==> src/shifter_pkg.sv <==
// Shared types and constants for the barrel shifter operand unit.
// Assumes the instruction decoder fills in an operand request per cycle.
package shifter_pkg;

    localparam int unsigned DATA_W     = 32;
    localparam int unsigned IMM_AMT_W  = 5;
    localparam int unsigned COUNT_W    = 8;
    localparam int unsigned IMM8_W     = 8;
    localparam int unsigned ROT_W      = 4;
    localparam int unsigned AMT_W      = 6;

    localparam logic [AMT_W-1:0]      AMT_ZERO   = 6'h00;
    localparam logic [AMT_W-1:0]      AMT_FULL   = 6'h20;
    localparam logic [COUNT_W-1:0]    COUNT_FULL = 8'h20;
    localparam logic [COUNT_W-1:0]    COUNT_ZERO = 8'h00;
    localparam logic [IMM_AMT_W-1:0]  IMM_ZERO   = 5'h00;
    localparam logic [ROT_W-1:0]      ROT_ZERO   = 4'h0;
    localparam logic [DATA_W-1:0]     DATA_ZERO  = 32'h0000_0000;
    localparam logic [DATA_W-IMM8_W-1:0] IMM_PAD = 24'h00_0000;
    localparam int unsigned           SIGN_BIT   = 31;

    // Instruction encoding of the shift kind
    typedef enum logic [1:0] {
        logical_left_shift    = 2'h0,
        logical_right_shift   = 2'h1,
        sign_fill_right_shift = 2'h2,
        rotate_right          = 2'h3
    } shift_kind_t;

    // Left arithmetic shift is the same operation as the logical one
    localparam shift_kind_t arith_left_shift_alias = logical_left_shift;

    typedef enum logic [1:0] {
        form_imm_amount  = 2'h0,
        form_reg_amount  = 2'h1,
        form_rotated_imm = 2'h2,
        form_unshifted   = 2'h3
    } operand_form_t;

    // Operation actually carried out after special amounts are resolved
    typedef enum logic [2:0] {
        eff_pass             = 3'h0,
        eff_lsl              = 3'h1,
        eff_lsr              = 3'h2,
        eff_asr              = 3'h3,
        eff_ror              = 3'h4,
        rotate_through_carry = 3'h5
    } eff_kind_t;

    typedef struct packed {
        logic [DATA_W-1:0]    shift_source_operand;
        logic [DATA_W-1:0]    shift_count_reg;
        logic [IMM_AMT_W-1:0] imm_amount;
        shift_kind_t          kind;
        operand_form_t        form;
        logic [IMM8_W-1:0]    imm_value;
        logic [ROT_W-1:0]     imm_rot;
        logic                 index_path;
        logic                 set_flags;
        logic                 logical_op;
    } operand_req_t;

    typedef struct packed {
        eff_kind_t         eff;
        logic [AMT_W-1:0]  amount;
        logic              beyond;
        logic [DATA_W-1:0] value;
    } shift_dec_t;

    typedef struct packed {
        logic [DATA_W-1:0] value;
        logic              carry;
    } shift_res_t;

endpackage

==> src/barrel_shifter_operand_unit.sv <==
// Operand unit of the core: forms the second ALU operand or a transfer index
// through a 32-bit barrel shifter, with carry in and carry out.
// Assumes the decoder presents one request per cycle on the same clock and
// that the core loads its carry flag from flag_write/flag_value one edge later.
`timescale 1ns/1ps

module barrel_shifter_operand_unit
    import shifter_pkg::*;
(
    input  wire logic          clk,
    input  wire logic          sys_rst,
    input  wire logic          req_valid,
    input  operand_req_t       req,
    input  wire logic          carry_flag,
    output logic               out_valid,
    output logic [DATA_W-1:0]  out_result,
    output logic               out_carry,
    output logic               flag_write,
    output logic               flag_value,
    output logic               form_refused
);

    // Forms that carry no shift through an index register
    function automatic logic data_only_form(input operand_form_t form);
        data_only_form = (form == form_reg_amount) || (form == form_rotated_imm);
    endfunction

    // Whether the shifter carry may reach the status carry flag
    function automatic logic carry_updates(input operand_req_t r);
        carry_updates = r.set_flags && r.logical_op;
    endfunction

    // ------------------------------------------------------------------
    // Stage 1: capture the request and resolve its effective operation
    // ------------------------------------------------------------------
    operand_req_t req_q;
    logic         stage_valid;
    logic         stage_refused;
    logic         next_refused;
    shift_dec_t   dec;

    assign next_refused = req.index_path && data_only_form(req.form);

    always_ff @(posedge clk or posedge sys_rst) begin
        if (sys_rst) begin
            stage_valid <= 1'b0;
        end else begin
            stage_valid <= req_valid && !next_refused;
        end
    end

    always_ff @(posedge clk or posedge sys_rst) begin
        if (sys_rst) begin
            stage_refused <= 1'b0;
        end else begin
            stage_refused <= req_valid && next_refused;
        end
    end

    // Request words need no reset; stage_valid qualifies them
    always_ff @(posedge clk) begin
        if (req_valid) begin
            req_q <= req;
        end
    end

    shift_amount_decode u_decode (
        .req (req_q),
        .dec (dec)
    );

    // ------------------------------------------------------------------
    // Carry input selection
    // ------------------------------------------------------------------
    // The core loads its flag one edge after flag_write shows, so an op
    // right behind a flag-setting op would see a stale flag. Forward it.
    logic       carry_in;
    shift_res_t res;

    always_comb begin
        carry_in = carry_flag;
        if (flag_write) begin
            carry_in = flag_value;
        end
    end

    shift_engine u_engine (
        .dec      (dec),
        .carry_in (carry_in),
        .res      (res)
    );

    // ------------------------------------------------------------------
    // Stage 2: registered results
    // ------------------------------------------------------------------
    logic next_flag_write;

    assign next_flag_write = stage_valid && carry_updates(req_q);

    always_ff @(posedge clk or posedge sys_rst) begin
        if (sys_rst) begin
            out_valid <= 1'b0;
        end else begin
            out_valid <= stage_valid;
        end
    end

    always_ff @(posedge clk or posedge sys_rst) begin
        if (sys_rst) begin
            out_result <= DATA_ZERO;
            out_carry  <= 1'b0;
        end else if (stage_valid) begin
            out_result <= res.value;
            out_carry  <= res.carry;
        end
    end

    // flag_value holds its value when not writing and flag_write drops low, so the flag stays unchanged
    always_ff @(posedge clk or posedge sys_rst) begin
        if (sys_rst) begin
            flag_write <= 1'b0;
        end else begin
            flag_write <= next_flag_write;
        end
    end

    always_ff @(posedge clk or posedge sys_rst) begin
        if (sys_rst) begin
            flag_value <= 1'b0;
        end else if (next_flag_write) begin
            flag_value <= res.carry;
        end
    end

    always_ff @(posedge clk or posedge sys_rst) begin
        if (sys_rst) begin
            form_refused <= 1'b0;
        end else begin
            form_refused <= stage_refused;
        end
    end

endmodule // barrel_shifter_operand_unit

==> src/shift_amount_decode.sv <==
// Resolves shift form, kind and amount into one effective operation.
// Purely combinational; fed from a registered request.
`timescale 1ns/1ps
module shift_amount_decode
    import shifter_pkg::*;
(
    input  operand_req_t req,
    output shift_dec_t   dec
);

    function automatic eff_kind_t map_kind(input shift_kind_t kind);
        case (kind)
            logical_left_shift:    map_kind = eff_lsl;
            logical_right_shift:   map_kind = eff_lsr;
            sign_fill_right_shift: map_kind = eff_asr;
            rotate_right:          map_kind = eff_ror;
            default:               map_kind = eff_pass;
        endcase
    endfunction

    logic [COUNT_W-1:0] count_byte;

    assign count_byte = req.shift_count_reg[COUNT_W-1:0];

    always_comb begin
        dec.eff    = eff_pass;
        dec.amount = AMT_ZERO;
        dec.beyond = 1'b0;
        dec.value  = req.shift_source_operand;
        case (req.form)
            form_imm_amount: begin
                if (req.imm_amount == IMM_ZERO) begin
                    case (req.kind)
                        logical_right_shift: begin
                            dec.eff    = eff_lsr;
                            dec.amount = AMT_FULL;
                        end
                        sign_fill_right_shift: begin
                            dec.eff    = eff_asr;
                            dec.amount = AMT_FULL;
                        end
                        rotate_right: dec.eff = rotate_through_carry;
                        default:      dec.eff = eff_pass;
                    endcase
                end else begin
                    dec.eff    = map_kind(req.kind);
                    dec.amount = {1'b0, req.imm_amount};
                end
            end
            form_reg_amount: begin
                if (count_byte == COUNT_ZERO) begin
                    dec.eff = eff_pass;
                end else if (req.kind == rotate_right) begin
                    dec.eff    = eff_ror;
                    // Reduce into 1..32: a zero low field means 32
                    dec.amount = (count_byte[IMM_AMT_W-1:0] == IMM_ZERO) ? AMT_FULL
                                 : {1'b0, count_byte[IMM_AMT_W-1:0]};
                end else begin
                    dec.eff    = map_kind(req.kind);
                    dec.beyond = count_byte > COUNT_FULL;
                    dec.amount = (count_byte >= COUNT_FULL) ? AMT_FULL : count_byte[AMT_W-1:0];
                end
            end
            form_rotated_imm: begin
                dec.value = {IMM_PAD, req.imm_value};
                if (req.imm_rot != ROT_ZERO) begin
                    dec.eff    = eff_ror;
                    dec.amount = {1'b0, req.imm_rot, 1'b0};
                end
            end
            default: dec.eff = eff_pass;
        endcase
    end

endmodule // shift_amount_decode

==> src/shift_engine.sv <==
// The shifting network itself: one effective operation, amount 0..32.
// Combinational; caller registers the result.
`timescale 1ns/1ps
module shift_engine
    import shifter_pkg::*;
(
    input  shift_dec_t dec,
    input  wire logic  carry_in,
    output shift_res_t res
);

    logic [DATA_W:0]     left_wide;
    logic [DATA_W:0]     right_wide;
    logic [DATA_W:0]     sign_wide;
    logic [2*DATA_W-1:0] rot_wide;

    // For the three shifts, an extra bit beside the word catches the last bit shifted out; the rotate takes it from bit 31
    assign left_wide  = {1'b0, dec.value} << dec.amount;
    assign right_wide = {dec.value, 1'b0} >> dec.amount;
    assign sign_wide  = 33'($signed({dec.value, 1'b0}) >>> dec.amount);
    assign rot_wide   = {dec.value, dec.value} >> dec.amount[IMM_AMT_W-1:0];

    always_comb begin
        res.value = dec.value;
        res.carry = carry_in;
        case (dec.eff)
            eff_lsl: begin
                res.value = dec.beyond ? DATA_ZERO : left_wide[DATA_W-1:0];
                res.carry = dec.beyond ? 1'b0 : left_wide[DATA_W];
            end
            eff_lsr: begin
                res.value = dec.beyond ? DATA_ZERO : right_wide[DATA_W:1];
                res.carry = dec.beyond ? 1'b0 : right_wide[0];
            end
            eff_asr: begin
                res.value = sign_wide[DATA_W:1];
                res.carry = dec.beyond ? dec.value[SIGN_BIT] : sign_wide[0];
            end
            eff_ror: begin
                res.value = rot_wide[DATA_W-1:0];
                res.carry = rot_wide[SIGN_BIT];
            end
            rotate_through_carry: begin
                res.value = {carry_in, dec.value[DATA_W-1:1]};
                res.carry = dec.value[0];
            end
            default: begin
                res.value = dec.value;
                res.carry = carry_in;
            end
        endcase
    end

endmodule // shift_engine

==> config.mk <==
export PLATFORM = sky130hd
export DESIGN_NAME = barrel_shifter_operand_unit
export DESIGN_NICKNAME = d
export VERILOG_FILES = /design/src/shifter_pkg.sv /design/src/barrel_shifter_operand_unit.sv /design/src/shift_amount_decode.sv /design/src/shift_engine.sv
export SDC_FILE = /design/constraint.sdc
export NUM_CORES = 1
export LEC_CHECK = 0
export BUFFER_PORTS_ARGS = -buffer_cell sky130_fd_sc_hd__buf_2
export CAP_MARGIN = 20
export CORE_MARGIN = 2
export CORE_UTILIZATION = 41
export CTS_CLUSTER_DIAMETER = 100
export DETAILED_ROUTE_END_ITERATION = 6
export PLACE_DENSITY_LB_ADDON = 0.05
export SYNTH_ARGS = -nofsm -noshare
export SYNTH_HDL_FRONTEND = slang
export SYNTH_HIERARCHICAL = 1
export SYNTH_SLANG_ARGS = --single-unit
==> constraint.sdc <==
create_clock -name clk -period 9.71 [get_ports clk]
set_input_delay 1.4565 -clock clk [delete_from_list [all_inputs] [get_ports clk]]
set_output_delay 1.4565 -clock clk [all_outputs]
set_load 0.05 [all_outputs]
======== Word level (Yosys, flattened, before mapping) ========
Cells that the tools add are included.
W data, S select, Z words.
word-level totals
  logic and storage cells ................. 72
  output and inout port bits .............. 37
  register bits ........................... 102
cells by class
  reductions and logical operators ........ 14
  magnitude comparators ................... 2
  equality and inequality tests ........... 12
  shift-type cells ........................ 4
  muxes and demuxes ....................... 23
operator list
  cell                  number
  $pmux W33 S5          1
  $mux W32              3
  $shr A64 B5 Y32       1
  $shl A32 B6 Y33       1
  $shr A33 B6 Y33       1
  $sshr A33 B6 Y33      1
  $mux W9               3
  $pmux W3 S3           3
  $mux W6               3
  $pmux W6 S3           1
  $pmux W3 S4           1
  $logic_not A5 Y1      2
  $eq A2 B2 Y1 const B  4
  $ge A8 B6 Y1 const B  1
  $gt A8 B6 Y1 const B  1
  $logic_not A8 Y1      1
  $mux W7               1
  $eq A2 B1 Y1 const B  3
  $eq A3 B2 Y1 const B  2
  $eq A3 B3 Y1 const B  2
  $mux W1               6
  $logic_and A1 B1 Y1   5
  $logic_not A2 Y1      2
  $reduce_bool A4 Y1    1
  other kinds (5)       5

======== Longest topological paths before layout ========
Gate-level depths: netlist (run 1).
  depth after elaboration ................. 8
  depth in mapped cells ................... 15
  mapped depth without buffers ............ 11

======== Hierarchy ========
Netlist (run 1), hierarchy kept.
modules (own cells, without submodules)
  module                       times used  cells each  area each (µm²)
  shift_engine                 1           729         5,611.6
  barrel_shifter_operand_unit  1           171         4,211.5
  shift_amount_decode          1           75          564.3

======== Worst setup path after synthesis (run 1) ========
OpenSTA, ideal clock, no wires.
  path kind ............................... flip-flop to flip-flop
  start ................................... reg req_q[29] in the netlist's numbering
  end ..................................... reg out_result[19]
  arrival ................................. 3.325 ns
  library setup time ...................... 0.125 ns
  clock period less this slack ............ 3.451 ns
  slack ................................... 6.259 ns
  stages on the path, launching flop included .. 12
  cells stage by stage .................... edfxtp_1 -> or3_1 -> a21oi_1 -> a22o_1 -> buf_6 -> buf_6 -> mux4_2 -> a22o_1 -> mux2_2 -> a32o_1 -> o32a_1 -> mux2_4
RTL lines
  element                 RTL line                            source
  start, declared         barrel_shifter_operand_unit.sv:36   operand_req_t req_q;
  start signal, assigned  barrel_shifter_operand_unit.sv:63   req_q <= req;
  end signal, assigned    barrel_shifter_operand_unit.sv:113  out_result <= res.value;
  end, declared           barrel_shifter_operand_unit.sv:16   output logic [DATA_W-1:0] out_result,

==> results of run 1 <==
==> worst paths after layout <==
kind	endpoint	slack, ps	cells after the start
setup / recovery	out_result[28]$_DFFE_PP0P_	4050	11
hold / removal	form_refused$_DFF_PP0_	360	0
setup reg to reg	out_result[28]$_DFFE_PP0P_	4050	11
hold reg to reg	form_refused$_DFF_PP0_	360	0
max in group asynchronous	stage_valid$_DFF_PP0_	8190	3
min in group asynchronous	out_carry$_DFFE_PP0P_	1180	3
==> power breakdown <==
part	switching [W]	internal [W]
Sequential	0.0000476	0.000546
Clock	0.000186	0.000181
Combinational	0.000808	0.000432
==> flip-flops by register name, summed over array words and instances, names as in the netlist <==
name,count
form_refused,1
out_result,32
out_carry,1
stage_valid,1
stage_refused,1
flag_write,1
flag_value,1
out_valid,1
req_q,63
==> routing by layer <==
layer / vias up / GRT usage / part of all wire
met4: 2 / 0.1636 / 0.053
met5: - / 0 / 0.00027
met1: 4235 / 0.4200 / 0.40
met2: 673 / 0.4438 / 0.43
li1: 3793 / - / -
met3: 124 / 0.08095 / 0.12
==> stage by stage <==
step | power, W | instances | setup WS (ps) | cell area (sq um)
finish | 0.002201 | 1319 | 4051 | 10650
global route | 0.002295 | 1319 | 3826 | 10650
CTS | 0.002182 | 1318 | 4180 | 10630
detailed placement | 0.001805 | 1302 | 4223 | 10350
global placement | 0.001807 | 1302 | 4186 | 10350
floorplan | 0.001467 | 950 | 6259 | 9637
==> area by class of cell <==
class                   count  area share
inverters                  11    0.005172
repair buffers            129     0.06688
clock inverters             6    0.004937
well taps                 319     0.03749
flip-flops and latches    102      0.2695
clock buffers              10     0.02186
multi-input cells         742      0.5941
==> layout by cell type (no fill, tap or decap), types with 8 or more instances in the layout <==
cell type	count
nor2_1	105
buf_4	24
mux4_1	9
nand2_1	59
clkbuf_16	9
and2_1	30
mux2i_1	61
nand3_1	19
or3_1	10
o211ai_1	8
edfxtp_1	63
dfrtp_1	38
mux2_2	41
mux2_1	8
o21ai_0	36
o22ai_1	12
o32a_1	15
mux4_2	49
mux2_4	35
buf_2	104
a31oi_1	13
a21oi_1	59
nor3_1	11
a211oi_1	18
a221oi_1	9
==> summary.md, run 1 <==
| Metric | Value |
|---|---|
| Status | `finished, final reports clean` |
| Worst Setup SP | `req_q[15]$_DFFE_PP_` |
| WP buf/inv | `1` |
| TritonRoute pass-1 iters | `6` |
| PD cells | `206.7 nW/um^2` |
| GRT Total Usage | `0.3072` |
| Worst hold path class | `flip-flop to flip-flop` |
| Hold Crit Start | `stage_refused$_DFF_PP0_` |
| Global-route wire length before repair | `55080 um` |
| Delay-heaviest family, CP | `compound AO/OA/AOI/OAI gates` |
| DP Wirelength | `25640 um` |
| Post_cts resized | `0` |
| Hold Slack | `356.1 ps` |
| GP Congestion | `1.039` |
| Site row count | `56` |
| Mean Syn Cell Area | `10.14 sq um` |
| Max VDD drop | `100.1 uV` |
| Seq. cell area | `2869 sq um` |
| Relative slew slack | `0.2019` |
| CP Max Fanout | `53` |
| DRC | `0` |
| Crit Path Category | `flip-flop to flip-flop` |
| Slew Viols, Final | `0` |
| CTS Buffer Depth | `2` |
| Area of the multi-input gates | `6325 sq um` |
| Arrival time at the worst endpoint | `5920 ps` |
| Setup Skew | `11.03 ps` |
| CP Capture Type | `flip-flop` |
| Mapped Nets | `1045` |
| Die W | `157.3 um` |
| CP required | `9980 ps` |
| Core area | `23260 sq um` |
| Setup TNS | `0 ps` |
| Fill cells | `2298` |
| DR iter-0 viols | `1438` |
| Nets | `1090` |
| Buffers on Ports | `104` |
| Vias | `8827` |
| Clock Sinks | `102` |
| Initial antenna violation count | `2` |
| Setup bufs post-CTS | `0` |
| Hold-fix buffers, CTS | `0` |
| Die height | `157.3 um` |
| Final Hold Fails | `0` |
| Initial Utilization | `0.4143` |
| Per-cell routed wire length | `28.49 um` |
| Setup violation total in the final timing report | `0` |
| Syn-to-layout area delta | `10.46%` |
| Routed WL | `37570 um` |
| CTS tree | `done` |
| # H-tree levels | `3` |
| Lkg Pwr | `4.075 nW` |
| Root Driver | `clkbuf_16` |
| Synthesized cell area | `9637 sq um` |
| GRT Residual Overflow | `0` |
| Num ports | `129` |
| Mapped Cells | `950` |
| Average vias per placed instance | `6.692` |
| Final Util | `0.4576` |
| Number of CTS-inserted buffers | `9` |
| CP max stage cell | `a21oi_1` |
| Vias in the first global route | `8381` |
| R2r startpoint | `req_q[15]$_DFFE_PP_` |
| Max incr delay on CP | `850 ps` |
| Cells along the critical path | `nand2b_1 -> a21oi_1 -> a22o_4 -> buf_4 -> mux4_1 -> mux2_2 -> mux2i_1 -> nor2_1 -> o21ai_0 -> a31oi_1 -> mux2_4` |
| Unrepaired setup endpoints after global routing | `no` |
| Critical path launch point type | `flip-flop` |
| Die area | `24750 sq um` |
| Min cycle time layout | `5659 ps` |
| Layout cells sized above 1 | `0.2970` |
| Worst-Skew Late Latency | `370 ps` |
| Worst-path clk slew | `80 ps` |
| F_max | `176.7 MHz` |
| Max-Cap Viols | `0` |
| Antenna diode count | `0` |
| Worst slew pin tran | `1193 ps` |
| YS warnings | `6` |
| Detail Route Antenna Nets | `0` |
| Fin crit share | `0.5828` |
| Largest net degree at the start of global routing | `75` |
(Power assumes the default switching activity.)
==> run 2: changes to the inputs <==
==> constraint.sdc (replaced) <==
create_clock -name clk -period 4.9 [get_ports clk]
set_input_delay 0.735 -clock clk [delete_from_list [all_inputs] [get_ports clk]]
set_output_delay 0.735 -clock clk [all_outputs]
set_load 0.05 [all_outputs]
==> run 2 against run 1 <==
Effect of this change: the flow now finishes with violations (design-rule violations); clock skew up 1.3 ps; setup slack worse by 3600 ps; routed wire length up 2.5%; worst hold slack better by 13 ps; critical path depth unchanged; combinational power up 110%; sequential share of layout area down 1.0 points; critical endpoint is now out_result[12]$_DFFE_PP0P_; largest cell class unchanged; highest routed layer is now met4.
==> summary.md, run 2 (synthesis gave the netlist of run 1 again) <==
| Metric | Value |
|---|---|
| Number of CTS-inserted buffers | `9` |
| F_max | `225.3 MHz` |
| Fin crit share | `0.9057` |
| Seq. cell area | `2869 sq um` |
| Clock group share of total power | `0.161` |
| R2r startpoint | `req_q[16]$_DFFE_PP_` |
| Commonest non-fill, non-tap cell in the layout | `nor2_1` |
| Setup violation total in the final timing report | `0` |
| Clock Sinks | `102` |
| Min cycle time layout | `4438 ps` |
| Worst hold path stage count | `0` |
| Relative slew slack | `0.2758` |
| Worst-Skew Late Latency | `370 ps` |
| CP required | `5160 ps` |
| Die height | `157.3 um` |
| CP Capture Type | `flip-flop` |
| Root Driver | `clkbuf_16` |
| Post_cts resized | `0` |
| Cell Count, Final, Fillers Out | `1367` |
| Setup bufs post-CTS | `0` |
| Setup Skew | `12.38 ps` |
| Area of the multi-input gates | `6320 sq um` |
| Antenna diode count | `0` |
| FF-to-FF path depth | `11` |
| Reg with most FFs | `req_q` |
| Lkg Pwr | `4.329 nW` |
| Critical path launch point type | `flip-flop` |
| Hold-fix buffers, CTS | `0` |
| Buffers on Ports | `104` |
| Worst hold path class | `flip-flop to flip-flop` |
| Vias | `9173` |
| DP Wirelength | `27840 um` |
| Average vias per placed instance | `6.710` |
| Core area | `23260 sq um` |
| Unrepaired setup endpoints after global routing | `no` |
| Max VDD drop | `176.7 uV` |
| Switching Fraction | `0.4693` |
| Max reg flops | `63` |
| GRT Residual Overflow | `0` |
| Hold Path End | `form_refused$_DFF_PP0_` |
| Routed WL | `38530 um` |
| Num ports | `129` |
| PD cells | `403.9 nW/um^2` |
| R2R Setup Slk | `460 ps` |
| CTS Buffer Depth | `2` |
| Per-cell routed wire length | `28.19 um` |
| # H-tree levels | `3` |
| Syn-to-layout area delta | `14.76%` |
| CTS tree | `done` |
| GP Congestion | `1.098` |
| Final Hold Fails | `0` |
| Setup TNS | `0 ps` |
| Final Util | `0.4754` |
| Initial Utilization | `0.4143` |
| Max incr delay on CP | `660 ps` |
| GRT Total Usage | `0.3107` |
| CP Max Fanout | `15` |
| Die area | `24750 sq um` |
| DR iter-0 viols | `1608` |
| Placed cells | `1350` |
| Largest net degree at the start of global routing | `48` |
| CP max stage cell | `mux4_1` |
| Hold Crit Start | `stage_refused$_DFF_PP0_` |
| Worst slew pin tran | `1086 ps` |
| Leading registers by flop count | `req_q (63), out_result (32)` |
| Vias in the first global route | `8524` |
| Max-Cap Viols | `0` |
| Status | `finished, violations left` |
| Reg-to-reg endpoint | `out_result[12]$_DFFE_PP0P_` |
| Total internal power | `0.002370 W` |
| Most frequent cells in the layout | `nor2_1 (105), buf_2 (104), buf_4 (67), edfxtp_1 (63), mux2i_1 (61)` |
| Violated checks | `design-rule violations` |
| Switch Pwr | `0.002096 W` |
| Delay-heaviest family, CP | `compound AO/OA/AOI/OAI gates` |
| Slew Viols, Final | `0` |
| Detail Route Antenna Nets | `0` |
| Fill cells | `2245` |
| Crit Path Category | `flip-flop to flip-flop` |
| Layout cells sized above 1 | `0.3282` |
| Initial antenna violation count | `0` |
| Flop pwr share | `0.263` |
| Gate power share | `0.576` |
| WP buf/inv | `1` |
| Worst-path clk slew | `80 ps` |
| Nets | `1138` |
| Cells along the critical path | `nand2b_1 -> a21oi_1 -> a22o_4 -> buf_4 -> mux4_1 -> a22o_1 -> mux2i_1 -> o22a_1 -> nor2_1 -> o32a_1 -> mux2_2` |
| Site row count | `56` |
| DRC | `9` |
| Global-route wire length before repair | `55880 um` |
| Arrival time at the worst endpoint | `4690 ps` |
| Die W | `157.3 um` |
| TritonRoute pass-1 iters | `7` |
[run 2: worst max-delay path by stage]
stage	start	depth (start not counted)	slack (ps)	endpoint
global placement	req_q[16]$_DFFE_PP_	11	620	out_result[12]$_DFFE_PP0P_
detailed placement	req_q[16]$_DFFE_PP_	10	610	out_result[20]$_DFFE_PP0P_
global route	req_q[26]$_DFFE_PP_	12	190	out_result[17]$_DFFE_PP0P_
finish	req_q[16]$_DFFE_PP_	11	460	out_result[12]$_DFFE_PP0P_
CTS	req_q[16]$_DFFE_PP_	10	560	out_result[20]$_DFFE_PP0P_
floorplan	req_q[29]$_DFFE_PP_	11	1450	out_result[19]$_DFFE_PP0P_
[run 2: through the flow]
| stage | hold slack [ps] | worst slack [ps] | total power (W) | area [sq um] |
|---|---|---|---|---|
| 2_1_floorplan | 331.2 | 1449 | 0.002907 | 9637 |
| 3_3_place_gp | 332.8 | 622.1 | 0.003674 | 10770 |
| 3_5_place_dp | 356.3 | 610.4 | 0.003679 | 10770 |
| 4_1_cts | 369.9 | 556.3 | 0.004418 | 11050 |
| 5_1_grt | 379.8 | 193.0 | 0.004629 | 11060 |
| 6_report | 369.2 | 462.3 | 0.004466 | 11060 |
[run 2: power by group through the flow]
stage                     sequential (W)  combinational, W  clock [W]
after global routing             0.00120           0.00266   0.000771
final                            0.00117           0.00257   0.000720
after detailed placement         0.00120           0.00248          0
after global placement           0.00119           0.00248          0
after floorplan                  0.00160           0.00131          0
after CTS                        0.00118           0.00249   0.000749
[run 2: final cells by class]
cell class | count | share of cell area
Multi-Input combinational cell | 742 | 0.5714
Clock buffer | 10 | 0.02104
Inverter | 11 | 0.004978
Tap cell | 319 | 0.03609
Clock inverter | 6 | 0.004752
Sequential cell | 102 | 0.2594
Timing Repair Buffer | 177 | 0.1023
[run 2: routing by layer]
layer | global-route usage | share of wire
met1 | 0.4223 | 0.40
met2 | 0.4448 | 0.42
met3 | 0.07764 | 0.12
met4 | 0.1866 | 0.066
met5 | 0 | 0
==> run 3: changes to the inputs <==
--- a/config.mk
+++ b/config.mk
@@ -12,7 +12,7 @@
 export CTS_CLUSTER_DIAMETER = 100
 export DETAILED_ROUTE_END_ITERATION = 6
 export PLACE_DENSITY_LB_ADDON = 0.05
+export SLEW_MARGIN = 20
 export SYNTH_ARGS = -nofsm -noshare
 export SYNTH_HDL_FRONTEND = slang
-export SYNTH_HIERARCHICAL = 1
 export SYNTH_SLANG_ARGS = --single-unit
==> run 3 against run 2 <==
Effect of this change: the run now ends clean; clock power grew 3.5%; setup slack improved by 430 ps; sequential power hardly changed; register-to-register slack better by 430 ps; global-route usage up 8.6 points; routed wire length increased by 33%; critical path type unchanged; critical endpoint is now out_result[3]$_DFFE_PP0P_.
==> summary.md, run 3 <==
| Metric | Value |
|---|---|
| Root Driver | `clkbuf_16` |
| Top-count cell post-synth | `nand2_1` |
| Hold-fix buffers, CTS | `0` |
| Worst slew pin tran | `995.8 ps` |
| Worst-Skew Late Latency | `380 ps` |
| CP Capture Type | `flip-flop` |
| Post-synth EDFFs | `63` |
| Crit Path Category | `flip-flop to flip-flop` |
| Final Util | `0.4748` |
| DRC | `0` |
| Max-Cap Viols | `0` |
| CTS Buffer Depth | `2` |
| Syn-to-layout area delta | `13.38%` |
| Status | `finished, final reports clean` |
| Mapped Cells | `1185` |
| Per-cell routed wire length | `32.25 um` |
| Arrival time at the worst endpoint | `4260 ps` |
| Synthesized cell area | `9859 sq um` |
| CP Max Fanout | `21` |
| Hold Crit Start | `stage_refused$_DFF_PP0_` |
| Leading registers by flop count | `req_q (63), out_result (32)` |
| PD cells | `391.7 nW/um^2` |
| Nets | `1357` |
| TritonRoute pass-1 iters | `6` |
| CP required | `5160 ps` |
| Die height | `159.1 um` |
| Max VDD drop | `192.9 uV` |
| Critical path launch point type | `flip-flop` |
| Setup Skew | `16.71 ps` |
| WP buf/inv | `2` |
| # H-tree levels | `3` |
| Synth Register Bits | `102` |
| F_max | `249.7 MHz` |
| Layout cells sized above 1 | `0.2115` |
| GRT Total Usage | `0.3971` |
| Setup violation total in the final timing report | `0` |
| Area contributors post-synth | `edfxtp_1 (19%), mux2i_1 (10%), dfrtp_1 (9.9%), a21oi_1 (5.2%), nand2_1 (4.3%)` |
| Site row count | `56` |
| Commonest non-fill, non-tap cell in the layout | `nand2_1` |
| Worst hold path class | `flip-flop to flip-flop` |
| Final Hold Fails | `0` |
| Die W | `159.1 um` |
| Area of the multi-input gates | `6409 sq um` |
| Reg with most FFs | `req_q` |
| Mapped Nets | `1280` |
| GRT Residual Overflow | `0` |
| Number of CTS-inserted buffers | `9` |
| Max reg flops | `63` |
| Lkg Pwr | `4.409 nW` |
| Detail Route Antenna Nets | `0` |
| Clock Sinks | `102` |
| DP Wirelength | `38620 um` |
| Seq. cell area | `2868 sq um` |
| Worst Setup SP | `req_q[16]$_DFFE_PP_` |
| Slew Viols, Final | `0` |
| Global-route wire length before repair | `73720 um` |
| Core area | `23540 sq um` |
| Top post-synthesis cells by count | `nand2_1 (114), nor2_1 (106), a21oi_1 (102)` |
| YS warnings | `0` |
| CTS tree | `done` |
| Fill cells | `2366` |
| Max incr delay on CP | `640 ps` |
| Relative slew slack | `0.3361` |
| Largest net degree at the start of global routing | `67` |
| Synth area leader | `edfxtp_1` |
| Most frequent cells in the layout | `nand2_1 (112), nor2_1 (104), buf_2 (104), mux2i_1 (101), a21oi_1 (100)` |
| Delay-heaviest family, CP | `compound AO/OA/AOI/OAI gates` |
| Vias | `11180` |
| Synth Flop Type | `edfxtp_1` |
| Synth top area share | `0.1919` |
| Worst-path clk slew | `90 ps` |
| Distinct cells, synth | `90` |
| GP Congestion | `1.110` |
| R2r startpoint | `req_q[16]$_DFFE_PP_` |
| Ys async rst share | `0.3824` |
| Vias in the first global route | `10470` |
| Register area share after synthesis | `0.2909` |
| Post_cts resized | `0` |
| Min cycle time layout | `4005 ps` |
| Buffers on Ports | `104` |
| Fin crit share | `0.8173` |
| DR iter-0 viols | `1664` |
| Setup bufs post-CTS | `0` |
| Setup TNS | `0 ps` |
| Cells along the critical path | `o21bai_1 -> buf_4 -> a211o_2 -> buf_4 -> o22a_1 -> mux2_2 -> mux2i_1 -> o22a_1 -> nand2_1 -> a21oi_1 -> o2bb2ai_1` |
| Initial Utilization | `0.4188` |
| Initial antenna violation count | `0` |
| Num ports | `129` |
| Mean Syn Cell Area | `8.320 sq um` |
| Unrepaired setup endpoints after global routing | `no` |
| Average vias per placed instance | `7.042` |
| Die area | `25300 sq um` |
| CP max stage cell | `edfxtp_1` |
| Routed WL | `51180 um` |
run 3: layout make-up:
class / instances / share of cell area
Tap cell: 319 / 0.03571
Sequential cell: 102 / 0.2565
Clock inverter: 7 / 0.005820
Clock buffer: 9 / 0.02015
Inverter: 19 / 0.006380
Antenna cell: 1 / 0.0002239
Timing Repair Buffer: 178 / 0.1019
Multi-Input combinational cell: 952 / 0.5733
run 3: kinds of logic (layout without fill, tap and decap cells):
kind of cell             Yosys count  in the layout  synth area share
multiplexers                     124            124            0.1299
other                              0              1                 0
buffers and inverters            131            213           0.06371
flip-flops                       102            102            0.2909
adder cells (fa/ha/maj)            3              3          0.003808
AND/OR/NAND/NOR                  342            342            0.1575
AO/OA/AOI/OAI                    482            482            0.3533
XOR/XNOR                           1              1         0.0008885
run 3: stage by stage:
stage               area, sq um  power [W]  std cells  worst slack, ps  hold slack, ps
floorplan                  9859   0.002678       1185             1862           331.2
global placement          10890   0.003560       1570             1024           333.4
detailed placement        10890   0.003548       1570             1024           337.0
CTS                       11180   0.004299       1586             1018           367.6
global route              11180   0.004519       1586            776.6           376.0
finish                    11180   0.004379       1587            895.4           365.3
run 3: power by group:
part | switching [W] | total [W] | internal [W]
sequential | 0.000137 | 0.00120 | 0.00106
combinational | 0.00172 | 0.00244 | 0.000713
clock | 0.000386 | 0.000745 | 0.000359
run 3: worst paths after layout:
kind                                              end  slack [ps]  cells past startpoint
setup reg to reg            out_result[3]$_DFFE_PP0P_         900                     11
hold reg to reg                form_refused$_DFF_PP0_         370                      0
max in group asynchronous  out_result[27]$_DFFE_PP0P_        4010                      3
min in group asynchronous     stage_refused$_DFF_PP0_         480                      3
hold / removal                 form_refused$_DFF_PP0_         370                      0
setup / recovery            out_result[3]$_DFFE_PP0P_         900                     11
run 3: worst register-to-register path, delay by kind of cell, from the launching register on:
kind / cells / cell delay [ps]
AOI/OAI and AO/OA: 6 / 1850
muxes: 2 / 840
DFF: 1 / 640
buffers and inverters: 2 / 500
and+or+nand+nor: 1 / 80
run 3: metal layers:
metal | part of all wire | track usage
met1 | 0.39 | 0.5267
met2 | 0.42 | 0.5957
met3 | 0.11 | 0.08101
met4 | 0.080 | 0.2421
met5 | 0 | 0
